==> src/rtl/asr_pkg.sv <==
// Constants for the byte-wide asynchronous static RAM host controller.
// Assumes a single 250 MHz clock; cycle, access, write pulse and float times become cycle counts.
package asr_pkg;
    // Clock period in picoseconds
    localparam int CLK_PS          = 4000;
    // Array geometry
    localparam int ADDR_W          = 19;
    localparam int DATA_W          = 8;
    // Pin timings in nanoseconds, as printed
    localparam int CYCLE_NS        = 12;
    localparam int ACCESS_NS       = 12;
    localparam int OE_ACCESS_NS    = 6;
    localparam int WRITE_PULSE_NS  = 8;
    localparam int DATA_SETUP_NS   = 6;
    localparam int DATA_HOLD_NS    = 0;
    localparam int FLOAT_NS        = 6;
    // Recovery wait after supply returns, in milliseconds
    localparam int RECOVERY_MS     = 5;
    // Least times rounded up to whole cycles, never below one
    function automatic int min_cyc(input int ns);
        int c;
        c = (ns * 1000 + CLK_PS - 1) / CLK_PS;
        return (c < 1) ? 1 : c;
    endfunction : min_cyc
    // Cycles from a pin sample to stage three of the data synchroniser
    localparam int SYNC_CYC   = 2;
    // Read timer: access time, one cycle of margin, then sync latency,
    // so stage three holds a pin sample taken past the access time
    localparam int READ_CYC   = min_cyc(ACCESS_NS) + 1 + SYNC_CYC;
    // Write strobe low time, covers pulse width and data setup
    localparam int WPULSE_CYC = min_cyc(WRITE_PULSE_NS);
    // Whole cycle time, for both reads and writes
    localparam int CYCLE_CYC  = min_cyc(CYCLE_NS);
    // Turnaround after a read before the host may drive data
    localparam int FLOAT_CYC  = min_cyc(FLOAT_NS);
    // Recovery wait in cycles (5 ms at 250 MHz)
    localparam int RECOVERY_CYC = RECOVERY_MS * 250000;
    // Controller states
    typedef enum logic [2:0] {
        ASR_RECOVER = 3'b000,
        ASR_IDLE    = 3'b001,
        ASR_READ    = 3'b010,
        ASR_WRITE   = 3'b011,
        ASR_WHOLD   = 3'b100,
        ASR_TURN    = 3'b101,
        ASR_SLEEP   = 3'b110
    } asr_state_t;
endpackage : asr_pkg

==> src/rtl/asr_timer_if.sv <==
// Carrier between the controller and its cycle timer.
// Assumes both ends run on the same clock.
`timescale 1ns/1ns
`default_nettype none
interface asr_timer_if;
    logic        load;     // Start a new count
    logic [20:0] count;    // Cycles to run
    logic        done;     // Count has expired
    modport ctl (output load, output count, input done);
    modport tmr (input load, input count, output done);
endinterface : asr_timer_if
`default_nettype wire

==> src/rtl/asr_ctrl.sv <==
// Host controller for an asynchronous byte-wide static RAM.
// Assumes a request port on the same clock and raw memory pins outside.
// Function
// - Address valid before chip select falls
// - Address changes only with strobes high
// - Never drive data while memory drives
// - Each cycle lasts at least 12 ns
// - Address valid 8 ns before write end
// - Select low 8 ns before write end
// - Write strobe overlap at least 8 ns
// - Address setup of zero before write start
// - Address held zero after write end
// - Data setup 6 ns, hold 0 ns
// - Deselect before supply drop, wait 5 ms
`timescale 1ns/1ns
`default_nettype none
module asr_ctrl #(
    parameter int ADDR_W       = asr_pkg::ADDR_W,
    parameter int DATA_W       = asr_pkg::DATA_W,
    parameter int RECOVERY_CYC = asr_pkg::RECOVERY_CYC
) (
    // Clock and reset
    input  wire logic              clock,
    input  wire logic              reset_n,
    // Request port
    input  wire logic              req_valid,
    input  wire logic              req_write,
    input  wire logic [ADDR_W-1:0] req_addr,
    input  wire logic [DATA_W-1:0] req_wdata,
    output var  logic              req_ready,
    output var  logic              rsp_valid,
    output var  logic [DATA_W-1:0] rsp_rdata,
    // Supply control
    input  wire logic              power_low,
    // Memory pins
    output var  logic [ADDR_W-1:0] word_address_lines,
    output var  logic              chip_select_n,
    output var  logic              output_enable_n,
    output var  logic              write_enable_n,
    input  wire logic [DATA_W-1:0] shared_data_lines_in,
    output var  logic [DATA_W-1:0] shared_data_lines_out,
    output var  logic              shared_data_lines_oe
);
    asr_timer_if tif ();                   // Phase timer link
    asr_pkg::asr_state_t state_r;          // Current state
    asr_pkg::asr_state_t state_nxt;        // Next state
    logic [DATA_W-1:0] din_s1_r;           // Data pin sync stage 1
    logic [DATA_W-1:0] din_s2_r;           // Data pin sync stage 2
    logic [DATA_W-1:0] din_s3_r;           // Data pin sync stage 3
    logic              pl_s1_r;            // Power flag sync stages
    logic              pl_s2_r;
    logic              pl_s3_r;
    logic              pl_r;               // Settled power flag
    logic              take;               // Request accepted
    logic              din_stable;         // Stages 2 and 3 agree
    logic              pl_nxt;             // Power flag after this edge

    asr_timer u_timer (
        .clock   (clock),
        .reset_n (reset_n),
        .tif     (tif)
    );

    // Input synchronisers for pins from outside the clock domain
    always_ff @(posedge clock or negedge reset_n) begin
        if (!reset_n) begin
            din_s1_r <= 8'h00;
            din_s2_r <= 8'h00;
            din_s3_r <= 8'h00;
            pl_s1_r  <= 1'b1;
            pl_s2_r  <= 1'b1;
            pl_s3_r  <= 1'b1;
        end else begin
            din_s1_r <= shared_data_lines_in;
            din_s2_r <= din_s1_r;
            din_s3_r <= din_s2_r;
            pl_s1_r  <= power_low;
            pl_s2_r  <= pl_s1_r;
            pl_s3_r  <= pl_s2_r;
        end
    end
    // Power flag changes once two stages agree
    always_ff @(posedge clock or negedge reset_n) begin
        if (!reset_n) begin
            pl_r <= 1'b1;
        end else if (pl_s2_r == pl_s3_r) begin
            pl_r <= pl_s3_r;
        end
    end

    assign din_stable = (din_s2_r == din_s3_r);
    assign take       = req_ready && req_valid;
    assign pl_nxt     = (pl_s2_r == pl_s3_r) ? pl_s3_r : pl_r;

    // Next state and timer loads
    always_comb begin
        state_nxt = state_r;
        tif.load  = 1'b0;
        tif.count = 21'h000000;
        unique case (state_r)
            asr_pkg::ASR_RECOVER: begin
                if (pl_r) begin
                    tif.load  = 1'b1;
                    tif.count = 21'(RECOVERY_CYC);
                end else if (tif.done) begin
                    state_nxt = asr_pkg::ASR_IDLE;
                end
            end
            asr_pkg::ASR_IDLE: begin
                if (pl_r) begin
                    state_nxt = asr_pkg::ASR_SLEEP;
                end else if (take) begin
                    tif.load  = 1'b1;
                    state_nxt = req_write ? asr_pkg::ASR_WRITE
                                          : asr_pkg::ASR_READ;
                    tif.count = req_write ? 21'(asr_pkg::WPULSE_CYC)
                                          : 21'(asr_pkg::READ_CYC);
                end
            end
            asr_pkg::ASR_READ: begin
                if (tif.done && din_stable) begin
                    tif.load  = 1'b1;
                    tif.count = 21'(asr_pkg::FLOAT_CYC);
                    state_nxt = asr_pkg::ASR_TURN;
                end
            end
            asr_pkg::ASR_WRITE: begin
                if (tif.done) begin
                    tif.load  = 1'b1;
                    tif.count = 21'(asr_pkg::CYCLE_CYC - asr_pkg::WPULSE_CYC);
                    state_nxt = asr_pkg::ASR_WHOLD;
                end
            end
            asr_pkg::ASR_WHOLD: begin
                if (tif.done) begin
                    state_nxt = asr_pkg::ASR_IDLE;
                end
            end
            asr_pkg::ASR_TURN: begin
                if (tif.done) begin
                    state_nxt = asr_pkg::ASR_IDLE;
                end
            end
            asr_pkg::ASR_SLEEP: begin
                if (!pl_r) begin
                    state_nxt = asr_pkg::ASR_RECOVER;
                    tif.load  = 1'b1;
                    tif.count = 21'(RECOVERY_CYC);
                end
            end
            default: begin
                state_nxt = asr_pkg::ASR_RECOVER;
            end
        endcase
    end

    // State register
    always_ff @(posedge clock or negedge reset_n) begin
        if (!reset_n) begin
            state_r <= asr_pkg::ASR_RECOVER;
        end else begin
            state_r <= state_nxt;
        end
    end

    // Address and write data latch on acceptance only
    always_ff @(posedge clock or negedge reset_n) begin
        if (!reset_n) begin
            word_address_lines    <= '0;
            shared_data_lines_out <= 8'h00;
        end else if (take) begin
            word_address_lines    <= req_addr;
            shared_data_lines_out <= req_wdata;
        end
    end

    // Strobes: select and one of enable/write low per access
    always_ff @(posedge clock or negedge reset_n) begin
        if (!reset_n) begin
            chip_select_n        <= 1'b1;
            output_enable_n      <= 1'b1;
            write_enable_n       <= 1'b1;
            shared_data_lines_oe <= 1'b0;
        end else begin
            chip_select_n   <= !(state_nxt == asr_pkg::ASR_READ ||
                                 state_nxt == asr_pkg::ASR_WRITE);
            output_enable_n <= (state_nxt != asr_pkg::ASR_READ);
            write_enable_n  <= (state_nxt != asr_pkg::ASR_WRITE);
            shared_data_lines_oe <= (state_nxt == asr_pkg::ASR_WRITE ||
                                     state_nxt == asr_pkg::ASR_WHOLD);
        end
    end

    // Ready and read answer
    always_ff @(posedge clock or negedge reset_n) begin
        if (!reset_n) begin
            req_ready <= 1'b0;
            rsp_valid <= 1'b0;
            rsp_rdata <= 8'h00;
        end else begin
            // Ready drops on the same edge as the power flag rises, so no taken
            // request is ever dropped by the move to sleep
            req_ready <= (state_nxt == asr_pkg::ASR_IDLE) && !take &&
                         !pl_nxt;
            rsp_valid <= (state_r == asr_pkg::ASR_READ) &&
                         (state_nxt == asr_pkg::ASR_TURN);
            if ((state_r == asr_pkg::ASR_READ) &&
                (state_nxt == asr_pkg::ASR_TURN)) begin
                rsp_rdata <= din_s3_r;
            end
        end
    end
endmodule : asr_ctrl
`default_nettype wire

==> src/rtl/asr_timer.sv <==
// Down counter that times each phase of a pin sequence.
// Assumes load pulses only come from the controller on the same clock.
`timescale 1ns/1ns
`default_nettype none
module asr_timer (
    // Clock and reset
    input  wire logic clock,
    input  wire logic reset_n,
    // Controller side
    asr_timer_if.tmr  tif
);
    logic [20:0] cnt_r;   // Remaining cycles
    // Count down to zero after each load
    always_ff @(posedge clock or negedge reset_n) begin
        if (!reset_n) begin
            cnt_r <= 21'h000000;
        end else if (tif.load) begin
            cnt_r <= tif.count;
        end else if (cnt_r != 21'h000000) begin
            cnt_r <= cnt_r - 21'h000001;
        end
    end
    // Expired once the count reaches zero; kept free of load so the
    // controller's load decision never loops back through done
    assign tif.done = (cnt_r == 21'h000000);
endmodule : asr_timer
`default_nettype wire

==> config.mk <==
export PLATFORM = sky130hd
export DESIGN_NAME = asr_ctrl
export DESIGN_NICKNAME = d
export VERILOG_FILES = /design/src/rtl/asr_pkg.sv /design/src/rtl/asr_timer_if.sv /design/src/rtl/asr_ctrl.sv /design/src/rtl/asr_timer.sv
export SDC_FILE = /design/constraint.sdc
export NUM_CORES = 1
export LEC_CHECK = 0
export CAP_MARGIN = 20
export CORE_MARGIN = 5
export CORE_UTILIZATION = 39
export CTS_BUF_LIST = sky130_fd_sc_hd__clkbuf_2 sky130_fd_sc_hd__clkbuf_4 sky130_fd_sc_hd__clkbuf_8
export DETAILED_ROUTE_END_ITERATION = 12
export DONT_BUFFER_PORTS = 1
export PLACE_DENSITY = 0.53
export SLEW_MARGIN = 10
export SYNTH_ARGS = -nofsm -noshare
export SYNTH_HDL_FRONTEND = slang
export SYNTH_SLANG_ARGS = --single-unit
==> constraint.sdc <==
create_clock -name clock -period 3.9 [get_ports clock]
set_input_delay 0.78 -clock clock [delete_from_list [all_inputs] [get_ports clock]]
set_output_delay 0.78 -clock clock [all_outputs]
set_load 0.01 [all_outputs]
Yosys cells after proc, flatten, opt, wreduce, memory -nomap -nowiden
Cells that the tools add are included. Widths: inputs -> output; s select.

Divide/modulo/power cells: 0. $lt $le $gt $ge: 0. Shift operators: 0. Add/subtract/negate cells: 1. Multipliers: 0. Reduce and logical (&&, ||, !) cells: 15. Bitwise logic cells: 0. Equality and inequality tests: 15. Mux-type cells: 27.

Operators with widths (number): $pmux 21 s5 (1); $mux 21 (4); $mux 3 (10); $logic_not 21->1 (1); $reduce_bool 21->1 (1); $sub 21x1->21 const B (1); $pmux 3 s6 (1); $eq 3x3->1 const B (5); $eq 3x2->1 const B (4); $mux 1 (9); $eq 8x8->1 (1); $eq 3x1->1 const B (2); $ne 3x2->1 const B (2); $logic_and 1x1->1 (5); $pmux 1 s5 (1); $logic_not 1->1 (3); $logic_not 3->1 (1); $logic_or 1x1->1 (2); $mux 2 (1); $reduce_bool 2->1 (1); $reduce_or 2->1 (1); $eq 1x1->1 (1).

Memories kept: 0. RAM bits: 0. Output and inout bits: 41. ROM bits: 0. Bits in registers: 93. Bits in latches: 0. Word-level logic and storage cells: 76. Input bits: 40.

Logic depth before layout (Yosys ltp)
Gate-level depths: netlist of run 1.

Word-level depth: 7. Mapped depth: 9. Mapped depth without buffers: 8.

Modules after synthesis
A second synthesis of run 1 with hierarchy kept.

Cell total of the unflattened synthesis: 296. Area, all modules: 3928.8 um2.

By module, submodules not included: asr_ctrl (sequential area each 1810.5 um2, cells each 167, area an instance 2631.3 um2, times used 1); asr_timer (sequential area each 525.5 um2, cells each 129, area an instance 1297.5 um2, times used 1).

Worst setup path before layout of run 1
OpenSTA, ideal clock, no wires.

Kind: input port to flip-flop. From: input req_valid. To: register u_timer.cnt_r[16]. Arrival time: 2.174 ns. Library setup time: 0.119 ns. Path buffers: 1. Data required time: 3.781 ns. Setup slack: 1.607 ns. Stages: 7. Path through: nand3_1 > or4_2 > and2_2 > o31ai_2 > buf_4 > o21ai_0 > o21a_1.

Longest elaborated chain between the ends: 5. Elaborated cells on any way between the ends: 6. Classes of those cells: mux: 4; reduce/logical: 2.

Ends and longest elaborated chain: from (decl) (RTL line asr_ctrl.sv:26) `input wire logic req_valid,`; $logic_and 1x1->1 (*) (RTL line asr_ctrl.sv:92) `assign take = req_ready && req_valid;`; $mux 1 (*) (RTL line asr_ctrl.sv:112) `end else if (take) begin`; $mux 1 (*) (RTL line asr_ctrl.sv:110) `if (pl_r) begin`; $pmux 1 s5 (*) (RTL line asr_ctrl.sv:100) `unique case (state_r)`; $mux 21 or $reduce_bool 2->1 (tied branches); to (signal assigned) (RTL line asr_timer.sv:18) `cnt_r <= tif.count;`; to (signal assigned) (RTL line asr_timer.sv:20) `cnt_r <= cnt_r - 21'h000001;`; to (decl) (RTL line asr_timer.sv:12) `logic [20:0] cnt_r;`.

Mark *: on every way between the ends. The rest lies on a longest branch, timed or not. A chain may end at the register's enable or synchronous reset.

Worst setup path in the final report of run 1
From: register u_timer.cnt_r[9]. To: register u_timer.cnt_r[1].

Longest elaborated chain between the ends: 5. Elaborated cells on any way between the ends: 10. Classes of those cells: mux: 6; reduce/logical: 4.

Ends and longest elaborated chain: $logic_not 21->1 (RTL line asr_timer.sv:25) `assign tif.done = (cnt_r == 21'h000000);`; $logic_and 1x1->1 (RTL line asr_ctrl.sv:121) `if (tif.done && din_stable) begin`; $mux 2 or $mux 1 (tied branches) (RTL line asr_ctrl.sv:121); $pmux 21 s5 or $pmux 1 s5 (tied branches) (RTL line asr_ctrl.sv:100); $mux 21 or $reduce_bool 2->1 (tied branches).

Parallel ways exist; a longest one is shown, timed or not.

==> results of run 1 <==
==> critical path: cells and delay by family, from the launching register on <==
kind	cells	cell delay, ps
flops	1	430
compound gates	2	670
simple gates	4	1220
buf+inv	1	320
==> sequential cells by signal, indices dropped and copies added (netlist names), 3 cells and up <==
signal / count
din_s1_r: 8
din_s2_r: 8
din_s3_r: 8
rsp_rdata: 8
shared_data_lines_out: 8
state_r: 3
u_timer.cnt_r: 21
word_address_lines: 19
==> cell usage in the layout (no fill, tap or decap), types with 3 or more instances in the layout <==
cell / count
nor3_1: 7
nand3_1: 6
a21oi_1: 3
o21a_1: 7
dfstp_2: 7
inv_1: 6
mux2_2: 27
dfrtp_1: 86
xnor2_1: 12
xor2_1: 14
clkbuf_8: 10
nor4_1: 8
or4_1: 3
o21ai_0: 4
nand2_1: 31
nor2_1: 26
==> worst paths after layout <==
check / from / endpoint / slack [ps] / depth (start not counted)
max in group asynchronous: reset_n / output_enable_n$_DFF_PN1_ / 3590 / 0
min: reset_n / word_address_lines[1]$_DFFE_PN0P_ / 110 / 0
max reg2reg: u_timer.cnt_r[9]$_DFFE_PN0P_ / u_timer.cnt_r[1]$_DFFE_PN0P_ / 1170 / 7
min in group clock: din_s1_r[2]$_DFF_PN0_ / din_s2_r[2]$_DFF_PN0_ / 360 / 0
max: u_timer.cnt_r[9]$_DFFE_PN0P_ / u_timer.cnt_r[1]$_DFFE_PN0P_ / 1170 / 7
min reg2reg: din_s1_r[2]$_DFF_PN0_ / din_s2_r[2]$_DFF_PN0_ / 360 / 0
==> cell families after synthesis <==
| family | synth area share |
|---|---|
| AOI/OAI and AO/OA | 0.05414 |
| xor gates and xnor gates | 0.06083 |
| buffers and inverters | 0.02038 |
| adders and majority gates | 0.006016 |
| and+or+nand+nor | 0.1507 |
| DFF | 0.6240 |
| muxes | 0.08389 |
==> layout make-up <==
type	count	area (um^2)	area share
flip-flops and latches	93	2336	0.5690
multi-input cells	186	1331	0.3243
well taps	129	161.4	0.03932
clock buffers	10	137.6	0.03353
clock inverters	6	93.84	0.02286
repair buffers	2	22.52	0.005486
inverters	6	22.52	0.005486
==> per-layer routing <==
metal  track usage  up-vias  routed length (um)
li1              -     1013                   -
met1        0.1780     1038                3182
met2        0.1821       63                3016
met3       0.05433       12                 600
met4       0.05591        0                 104
met5             0        -                   0
==> per-stage QoR <==
| stage | cells | setup slack (ps) | util | hold WS, ps | power, mW |
|---|---|---|---|---|---|
| floorplan | 293 | 1607 | - | 331.2 | 1.204 |
| global placement | 415 | 1229 | 0.4156 | 334.7 | 1.236 |
| detailed placement | 415 | 1139 | 0.4156 | 336.2 | 1.237 |
| CTS | 431 | 1117 | 0.4406 | 83.16 | 1.981 |
| global route | 432 | 952.3 | 0.4422 | 75.09 | 2.044 |
| finish | 432 | 1174 | 0.4422 | 109.3 | 1.946 |
==> power by group through the flow <==
stage                     clock network, mW  logic [mW]  registers (mW)
after floorplan                           0       0.138            1.07
after global placement                    0       0.160            1.08
after detailed placement                  0       0.158            1.08
after CTS                             0.761       0.160            1.06
after global routing                  0.799       0.176            1.07
final                                 0.730       0.158            1.06
==> results.yml, run 1 <==
sta:
  period_needed_ps: 2726
  skew_ps: 10.63
  max_slew_margin: 0.3546
  rsz0062_at_grt: "no"
  fin_setup_tns_ps: 0
  setup_viol: 0
  slew_violations: 0
  hold_violations: 0
  tightest_slew_ps: 960.1
  max_freq_mhz: 366.9
  fin_crit_sh: 0.6989
clocking:
  cts.sink_count: 93
  h-tree-depth: 3
  clockRootBuffer: "clkbuf_8"
  cts_made_buffers: 9
  cts_tree: "done"
  ctsHoldBuffers: 0
  clock_path_buffers: 2
  clkLatencyLatePin_ps: 360
  cts_resized: 0
  cts_setup_buffers: 0
  clkTransAtPathRegs_ps: 100
drt:
  vias: 2126
  drt_iter0_drc: 104
  vias_per_cell: 4.921
  drc: 0
  drt_wl_total_um: 6903
  wl_per_cell_um: 15.98
  first_pass_iters: 4
  ant_nets: 0
synthesis:
  synthCells: 293
  syn_nets: 334
  syn_area_um2: 3744
  synth_cell_types: 53
  async_flop_share: 1.000
  yosysSeqAreaShare: 0.6240
  avgSynthCellArea_um2: 12.78
  synth_top_area_frac: 0.5749
  netlist_top_cells_area: "dfrtp_1 (57%), mux2_2 (8.1%), dfstp_2 (4.9%)"
  ys_ff_latch: 93
  synth_commonest_cells: "dfrtp_1 (86), nand2_1 (31), mux2_2 (27)"
  yosysWarnings: 0
  synth.most_common_cell: "dfrtp_1"
  yosysTopAreaCell: "dfrtp_1"
  yosys_most_used_dff: "dfrtp_1"
  synth_edf_count: 0
cells_and_area:
  n_fill_cell: 875
  layout-drive-gt1-share: 0.2244
  diodes: 0
  nNetsFinal: 339
  synthToLayoutAreaGrowth_pct: 9.659
  fin_area_um2: 4105
floorplan:
  fp.dieH_um: 108.0
  die_area_um2: 11660
  coreArea_um2: 9284
  fp-row-count: 35
  initial_core_util: 0.4032
  ios: 81
  die_x_um: 108.0
placed_design:
  post_dp_cell_area_um2: 3859
  dpl.hpwl_um: 4789
  io_buffers: 0
  gp_congestion: 0.7646
worst_hold_path:
  hold_class: "input pin to asynchronous set/reset pin"
power:
  power.density_nw_per_um2: 473.9
  power_frac_clock: 0.375
  comb_power_share: 0.081
  internal_power_mw: 1.477
  switching_share: 0.2408
  netSwitchingPower_mw: 0.4685
  leakage_nw: 1.865
  power_frac_seq: 0.544
  peakVddDrop_mv: 0.1826
global_routing:
  grt_overflow_total: 0
  grt_pass1_wl_um: 11810
  grt.total_usage: 0.1305
  grt_max_degree: 94
  antenna_found_initial: 0
  grt_pass1_vias: 2325
worst_setup_path:
  cp_max_fo: 18
  crit_arrival_ps: 3010
  critical_path.max_stage_delay_ps: 590
  worst_setup_path_end_kind: "flip-flop"
  required_ps: 4180
  criticalPathCategory: "flip-flop to flip-flop"
  cp_slowest_cell: "or4_4"
  start_kind: "flip-flop"
  worstPathCellList: "or4_4 -> nor4_4 -> nand3_2 -> o31ai_2 -> buf_4 -> nor2_1 -> a21boi_2"
flow_run:
  drv_cap: 0
status:
  status: "complete, no violations"
Note: power is estimated with default switching activity, not from simulation.
==> inputs of run 2 (changes only) <==
Clock period 3.9 ns to 2.8 ns, I/O delays scaled along.
==> run 2 against run 1 <==
  * Worst setup slack lost 830 ps
  * Highest routed layer unchanged
  * Hold slack lost 67 ps
  * First-iteration DRC count shrank 63%
  * Cell count grew 1.9%
==> results.yml, run 2 (same netlist as run 1, synthesis figures left out) <==
status:
  status: "complete, no violations"
worst_setup_path:
  r2r_setup_slack_ps: 340
  worstPathCellList: "or4_4 -> nor4_4 -> and3_2 -> a211oi_1 -> o221ai_1 -> mux2i_1"
  cp_slowest_cell: "or4_4"
  start_kind: "flip-flop"
  critical_path.max_stage_delay_ps: 600
  critPathLaunch: "u_timer.cnt_r[9]$_DFFE_PN0P_"
  cp_max_fo: 5
  required_ps: 3060
  worst_setup_path_end_kind: "flip-flop"
  crit_arrival_ps: 2720
  r2r_cells: 6
  worstSetupEndpoint: "shared_data_lines_oe$_DFF_PN0_"
  reg2reg_to: "shared_data_lines_oe$_DFF_PN0_"
  r2r-start: "u_timer.cnt_r[9]$_DFFE_PN0P_"
  criticalPathCategory: "flip-flop to flip-flop"
clocking:
  clock_path_buffers: 2
  cts_tree: "done"
  h-tree-depth: 3
  cts_made_buffers: 9
  ctsHoldBuffers: 1
  clkLatencyLatePin_ps: 360
  clkTransAtPathRegs_ps: 90
  cts_setup_buffers: 0
  clockRootBuffer: "clkbuf_8"
  cts_resized: 0
  cts.sink_count: 93
sta:
  setup_viol: 0
  period_needed_ps: 2459
  hold_violations: 0
  skew_ps: 15.14
  max_slew_margin: 0.5550
  fin_setup_tns_ps: 0
  max_freq_mhz: 406.7
  fin_crit_sh: 0.8782
  holdWs_ps: 42.53
  rsz0062_at_grt: "no"
  slew_violations: 0
  tightest_slew_ps: 665.1
global_routing:
  use_met1: 0.1720
  grt_pass1_vias: 2389
  grt_overflow_total: 0
  grt.total_usage: 0.1373
  grt_max_degree: 87
  use_met3: 0.06627
  busiest_layer: "met2"
  use_met2: 0.2012
  antenna_found_initial: 0
  grt_pass1_wl_um: 12300
floorplan:
  die_area_um2: 11660
  initial_core_util: 0.4032
  fp.dieH_um: 108.0
  die_x_um: 108.0
  fp-row-count: 35
  coreArea_um2: 9284
  ios: 81
cells_and_area:
  nNetsFinal: 347
  reg_top3: "u_timer.cnt_r: 21 flops, word_address_lines: 19 flops"
  final_cell_mix: "dfrtp_1 (86), nand2_1 (31), mux2_2 (27)"
  diodes: 0
  largest_register_ffs: 21
  synthToLayoutAreaGrowth_pct: 10.29
  final_common_cell: "dfrtp_1"
  regMostFlops: "u_timer.cnt_r"
  layout-drive-gt1-share: 0.2412
drt:
  wl_per_cell_um: 16.32
  ant_nets: 0
  vias: 2187
  drc: 0
  first_pass_iters: 5
  drt_iter0_drc: 39
  drt_wl_total_um: 7182
  vias_per_cell: 4.970
power:
  peakVddDrop_mv: 0.3077
  leakage_nw: 1.881
  power.density_nw_per_um2: 615.5
flow_run:
  drv_cap: 0
worst_hold_path:
  hold_class: "input pin to asynchronous set/reset pin"
placed_design:
  io_buffers: 0
  dpl.hpwl_um: 4936
  gp_congestion: 0.7363
run 2: cell type report:
| type | count | area, um^2 |
|---|---|---|
| clock buffers | 11 | 145.1 |
| clock inverters | 5 | 35.03 |
| well taps | 129 | 161.4 |
| repair buffers | 10 | 97.59 |
| flip-flops and latches | 93 | 2336 |
| multi-input cells | 186 | 1331 |
| fillers | 889 | 5155 |
| inverters | 6 | 22.52 |
run 2: worst max-delay path, delay by kind of cell, from the launching register on:
kind / cells / cell delay [ps]
muxes: 1 / 290
AOI/OAI and AO/OA: 2 / 490
DFF: 1 / 430
and+or+nand+nor: 3 / 1170
run 2: worst min path at each step:
| stage | slack, ps | from | depth (start not counted) | to |
|---|---|---|---|---|
| floorplan | 260 | reset_n | 0 | din_s1_r[0]$_DFF_PN0_ |
| global placement | 270 | reset_n | 0 | word_address_lines[1]$_DFFE_PN0P_ |
| detailed placement | 270 | reset_n | 0 | word_address_lines[1]$_DFFE_PN0P_ |
| CTS | 20 | reset_n | 0 | pl_s1_r$_DFF_PN1_ |
| global route | 0.002 | reset_n | 0 | pl_s3_r$_DFF_PN1_ |
| finish | 40 | reset_n | 0 | write_enable_n$_DFF_PN1_ |
run 2: metrics by stage:
stage               utilization  power, mW  cell area [um^2]  instances  setup WS [ps]
global route             0.4447      2.695              4129        440          183.5
CTS                      0.4437      2.591              4119        439          306.2
detailed placement       0.4213      1.732              3911        422          325.4
floorplan                     -      1.677              3744        293          508.6
finish                   0.4447      2.541              4129        440          341.2
global placement         0.4213      1.730              3911        422          354.4
run 2: layer usage:
| metal | wire, um | vias up | share of wire |
|---|---|---|---|
| met1 | 3186 | 1077 | 0.44 |
| met5 | 0 | - | 0 |
| met4 | 133 | 0 | 0.019 |
| met3 | 647 | 11 | 0.090 |
| li1 | - | 1033 | - |
| met2 | 3214 | 66 | 0.45 |
run 2: power by group:
part	internal [mW]	switching, mW
logic	0.123	0.133
registers	1.41	0.0658
clock network	0.359	0.451
total	1.89	0.649
==> inputs of run 3 (changes only) <==
Settings changed: BUFFER_PORTS_ARGS set to -buffer_cell sky130_fd_sc_hd__buf_4, DONT_BUFFER_PORTS 1 to not set, PLACE_DENSITY 0.53 to 0.59.
==> run 3 against run 2 <==
  * Count of clock-buffer cells in the layout is 2 lower
  * Non-clock buffer count rose by 78
  * Worst setup slack gained 5.0 ps
  * Total power increased by 5.4%
  * Fmax increased by 0.20%
  * Critical path type unchanged
==> results.yml, run 3 (same netlist as run 1, synthesis figures left out) <==
cells_and_area:
  diodes: 0
  reg_top3: "u_timer.cnt_r: 21 flops, word_address_lines: 19 flops"
  layout-drive-gt1-share: 0.3959
  nNetsFinal: 425
  largest_register_ffs: 21
  final_common_cell: "buf_4"
  fin_area_um2: 4722
  regMostFlops: "u_timer.cnt_r"
  synthToLayoutAreaGrowth_pct: 26.14
  final_cell_mix: "buf_4 (88), dfrtp_1 (86), nand2_1 (31)"
clocking:
  clkTransAtPathRegs_ps: 110
  clock_path_buffers: 2
  cts_setup_buffers: 0
  cts.sink_count: 93
  cts_tree: "done"
  cts_resized: 0
  ctsHoldBuffers: 0
  clockRootBuffer: "clkbuf_8"
  cts_made_buffers: 9
  clkLatencyLatePin_ps: 360
  h-tree-depth: 3
placed_design:
  gp_congestion: 0.7773
  io_buffers: 80
  dpl.hpwl_um: 5316
  post_dp_cell_area_um2: 4512
sta:
  rsz0062_at_grt: "no"
  fin_crit_sh: 0.8764
  hold_violations: 0
  skew_ps: 13.81
  max_freq_mhz: 407.5
  max_slew_margin: 0.4518
  slew_violations: 0
  tightest_slew_ps: 822.3
  holdWs_ps: 271.0
  setup_viol: 0
  period_needed_ps: 2454
  fin_setup_tns_ps: 0
worst_setup_path:
  r2r-start: "u_timer.cnt_r[9]$_DFFE_PN0P_"
  cp_num_buf_inv: 0
  start_kind: "flip-flop"
  cp_max_fo: 8
  criticalPathCategory: "flip-flop to flip-flop"
  reg2reg_to: "req_ready$_DFF_PN0_"
  cp_slowest_cell: "or4_4"
  r2r_setup_slack_ps: 350
  worstPathCellList: "or4_4 -> nand2b_4 -> or4_1 -> a31oi_1 -> and4bb_1"
  r2r_cells: 5
  critical_path.max_stage_delay_ps: 600
  crit_arrival_ps: 2740
  required_ps: 3090
  cp_top_family: "simple AND/OR/NAND/NOR gates"
  worst_setup_path_end_kind: "flip-flop"
power:
  finalPower_mw: 2.678
  power.density_nw_per_um2: 567.1
  peakVddDrop_mv: 0.2931
  leakage_nw: 2.285
floorplan:
  coreArea_um2: 9284
  die_x_um: 108.0
  fp.dieH_um: 108.0
  die_area_um2: 11660
  fp-row-count: 35
  initial_core_util: 0.4032
  ios: 81
global_routing:
  grt_max_degree: 67
  grt_overflow_total: 0
  antenna_found_initial: 0
  grt_pass1_vias: 2517
  grt_pass1_wl_um: 12770
  grt.total_usage: 0.1384
drt:
  wl_met3_um: 346
  wl_per_cell_um: 14.19
  met1Wirelength_um: 3392
  vias_per_cell: 4.724
  drc: 0
  vias: 2447
  ant_nets: 0
  wl_met2_um: 3502
  drt_wl_total_um: 7351
  routed.top_layer: "met4"
  drt_iter0_drc: 113
  first_pass_iters: 4
worst_hold_path:
  hold_class: "input pin to asynchronous set/reset pin"
flow_run:
  drv_cap: 0
status:
  status: "complete, no violations"
run 3: area by class of cell:
type,count,area [um^2]
clock inverters,7,86.33
fillers,865,4562
inverters,6,22.52
repair buffers,88,660.6
multi-input cells,186,1331
well taps,129,161.4
flip-flops and latches,93,2336
clock buffers,9,123.9
run 3: per-layer routing:
metal / vias up / global-route usage
met2: 47 / 0.2123
met3: 10 / 0.03761
li1: 1196 / -
met4: 0 / 0.04599
met5: - / 0
met1: 1194 / 0.1908
run 3: worst max path at each step:
stage                                         end                         start  cells past startpoint
floorplan            u_timer.cnt_r[1]$_DFFE_PN0P_  u_timer.cnt_r[9]$_DFFE_PN0P_                      7
global placement    u_timer.cnt_r[12]$_DFFE_PN0P_  u_timer.cnt_r[9]$_DFFE_PN0P_                      7
detailed placement            req_ready$_DFF_PN0_  u_timer.cnt_r[9]$_DFFE_PN0P_                      5
CTS                           req_ready$_DFF_PN0_  u_timer.cnt_r[9]$_DFFE_PN0P_                      5
global route                  req_ready$_DFF_PN0_  u_timer.cnt_r[1]$_DFFE_PN0P_                      7
finish                        req_ready$_DFF_PN0_  u_timer.cnt_r[9]$_DFFE_PN0P_                      5
run 3: worst reg2reg max path, delay by kind of cell, from the launching register on:
kind | cells | cell delay, ps
flops | 1 | 430
simple gates | 4 | 1620
compound gates | 1 | 350
run 3: through the flow:
| stage | instances | utilization | worst slack (ps) |
|---|---|---|---|
| after global placement | 502 | 0.4860 | 423.4 |
| after floorplan | 293 | - | 508.6 |
| final | 518 | 0.5086 | 346.1 |
| after CTS | 518 | 0.5086 | 340.5 |
| after global routing | 518 | 0.5086 | 142.1 |
| after detailed placement | 502 | 0.4860 | 374.0 |
run 3: power breakdown:
part	internal (mW)	leakage, nW	switching [mW]	total [mW]
Clock	0.364	0.105	0.544	0.908
Sequential	1.41	1.19	0.0634	1.47
Combinational	0.154	0.990	0.143	0.296
Total	1.93	2.28	0.750	2.68
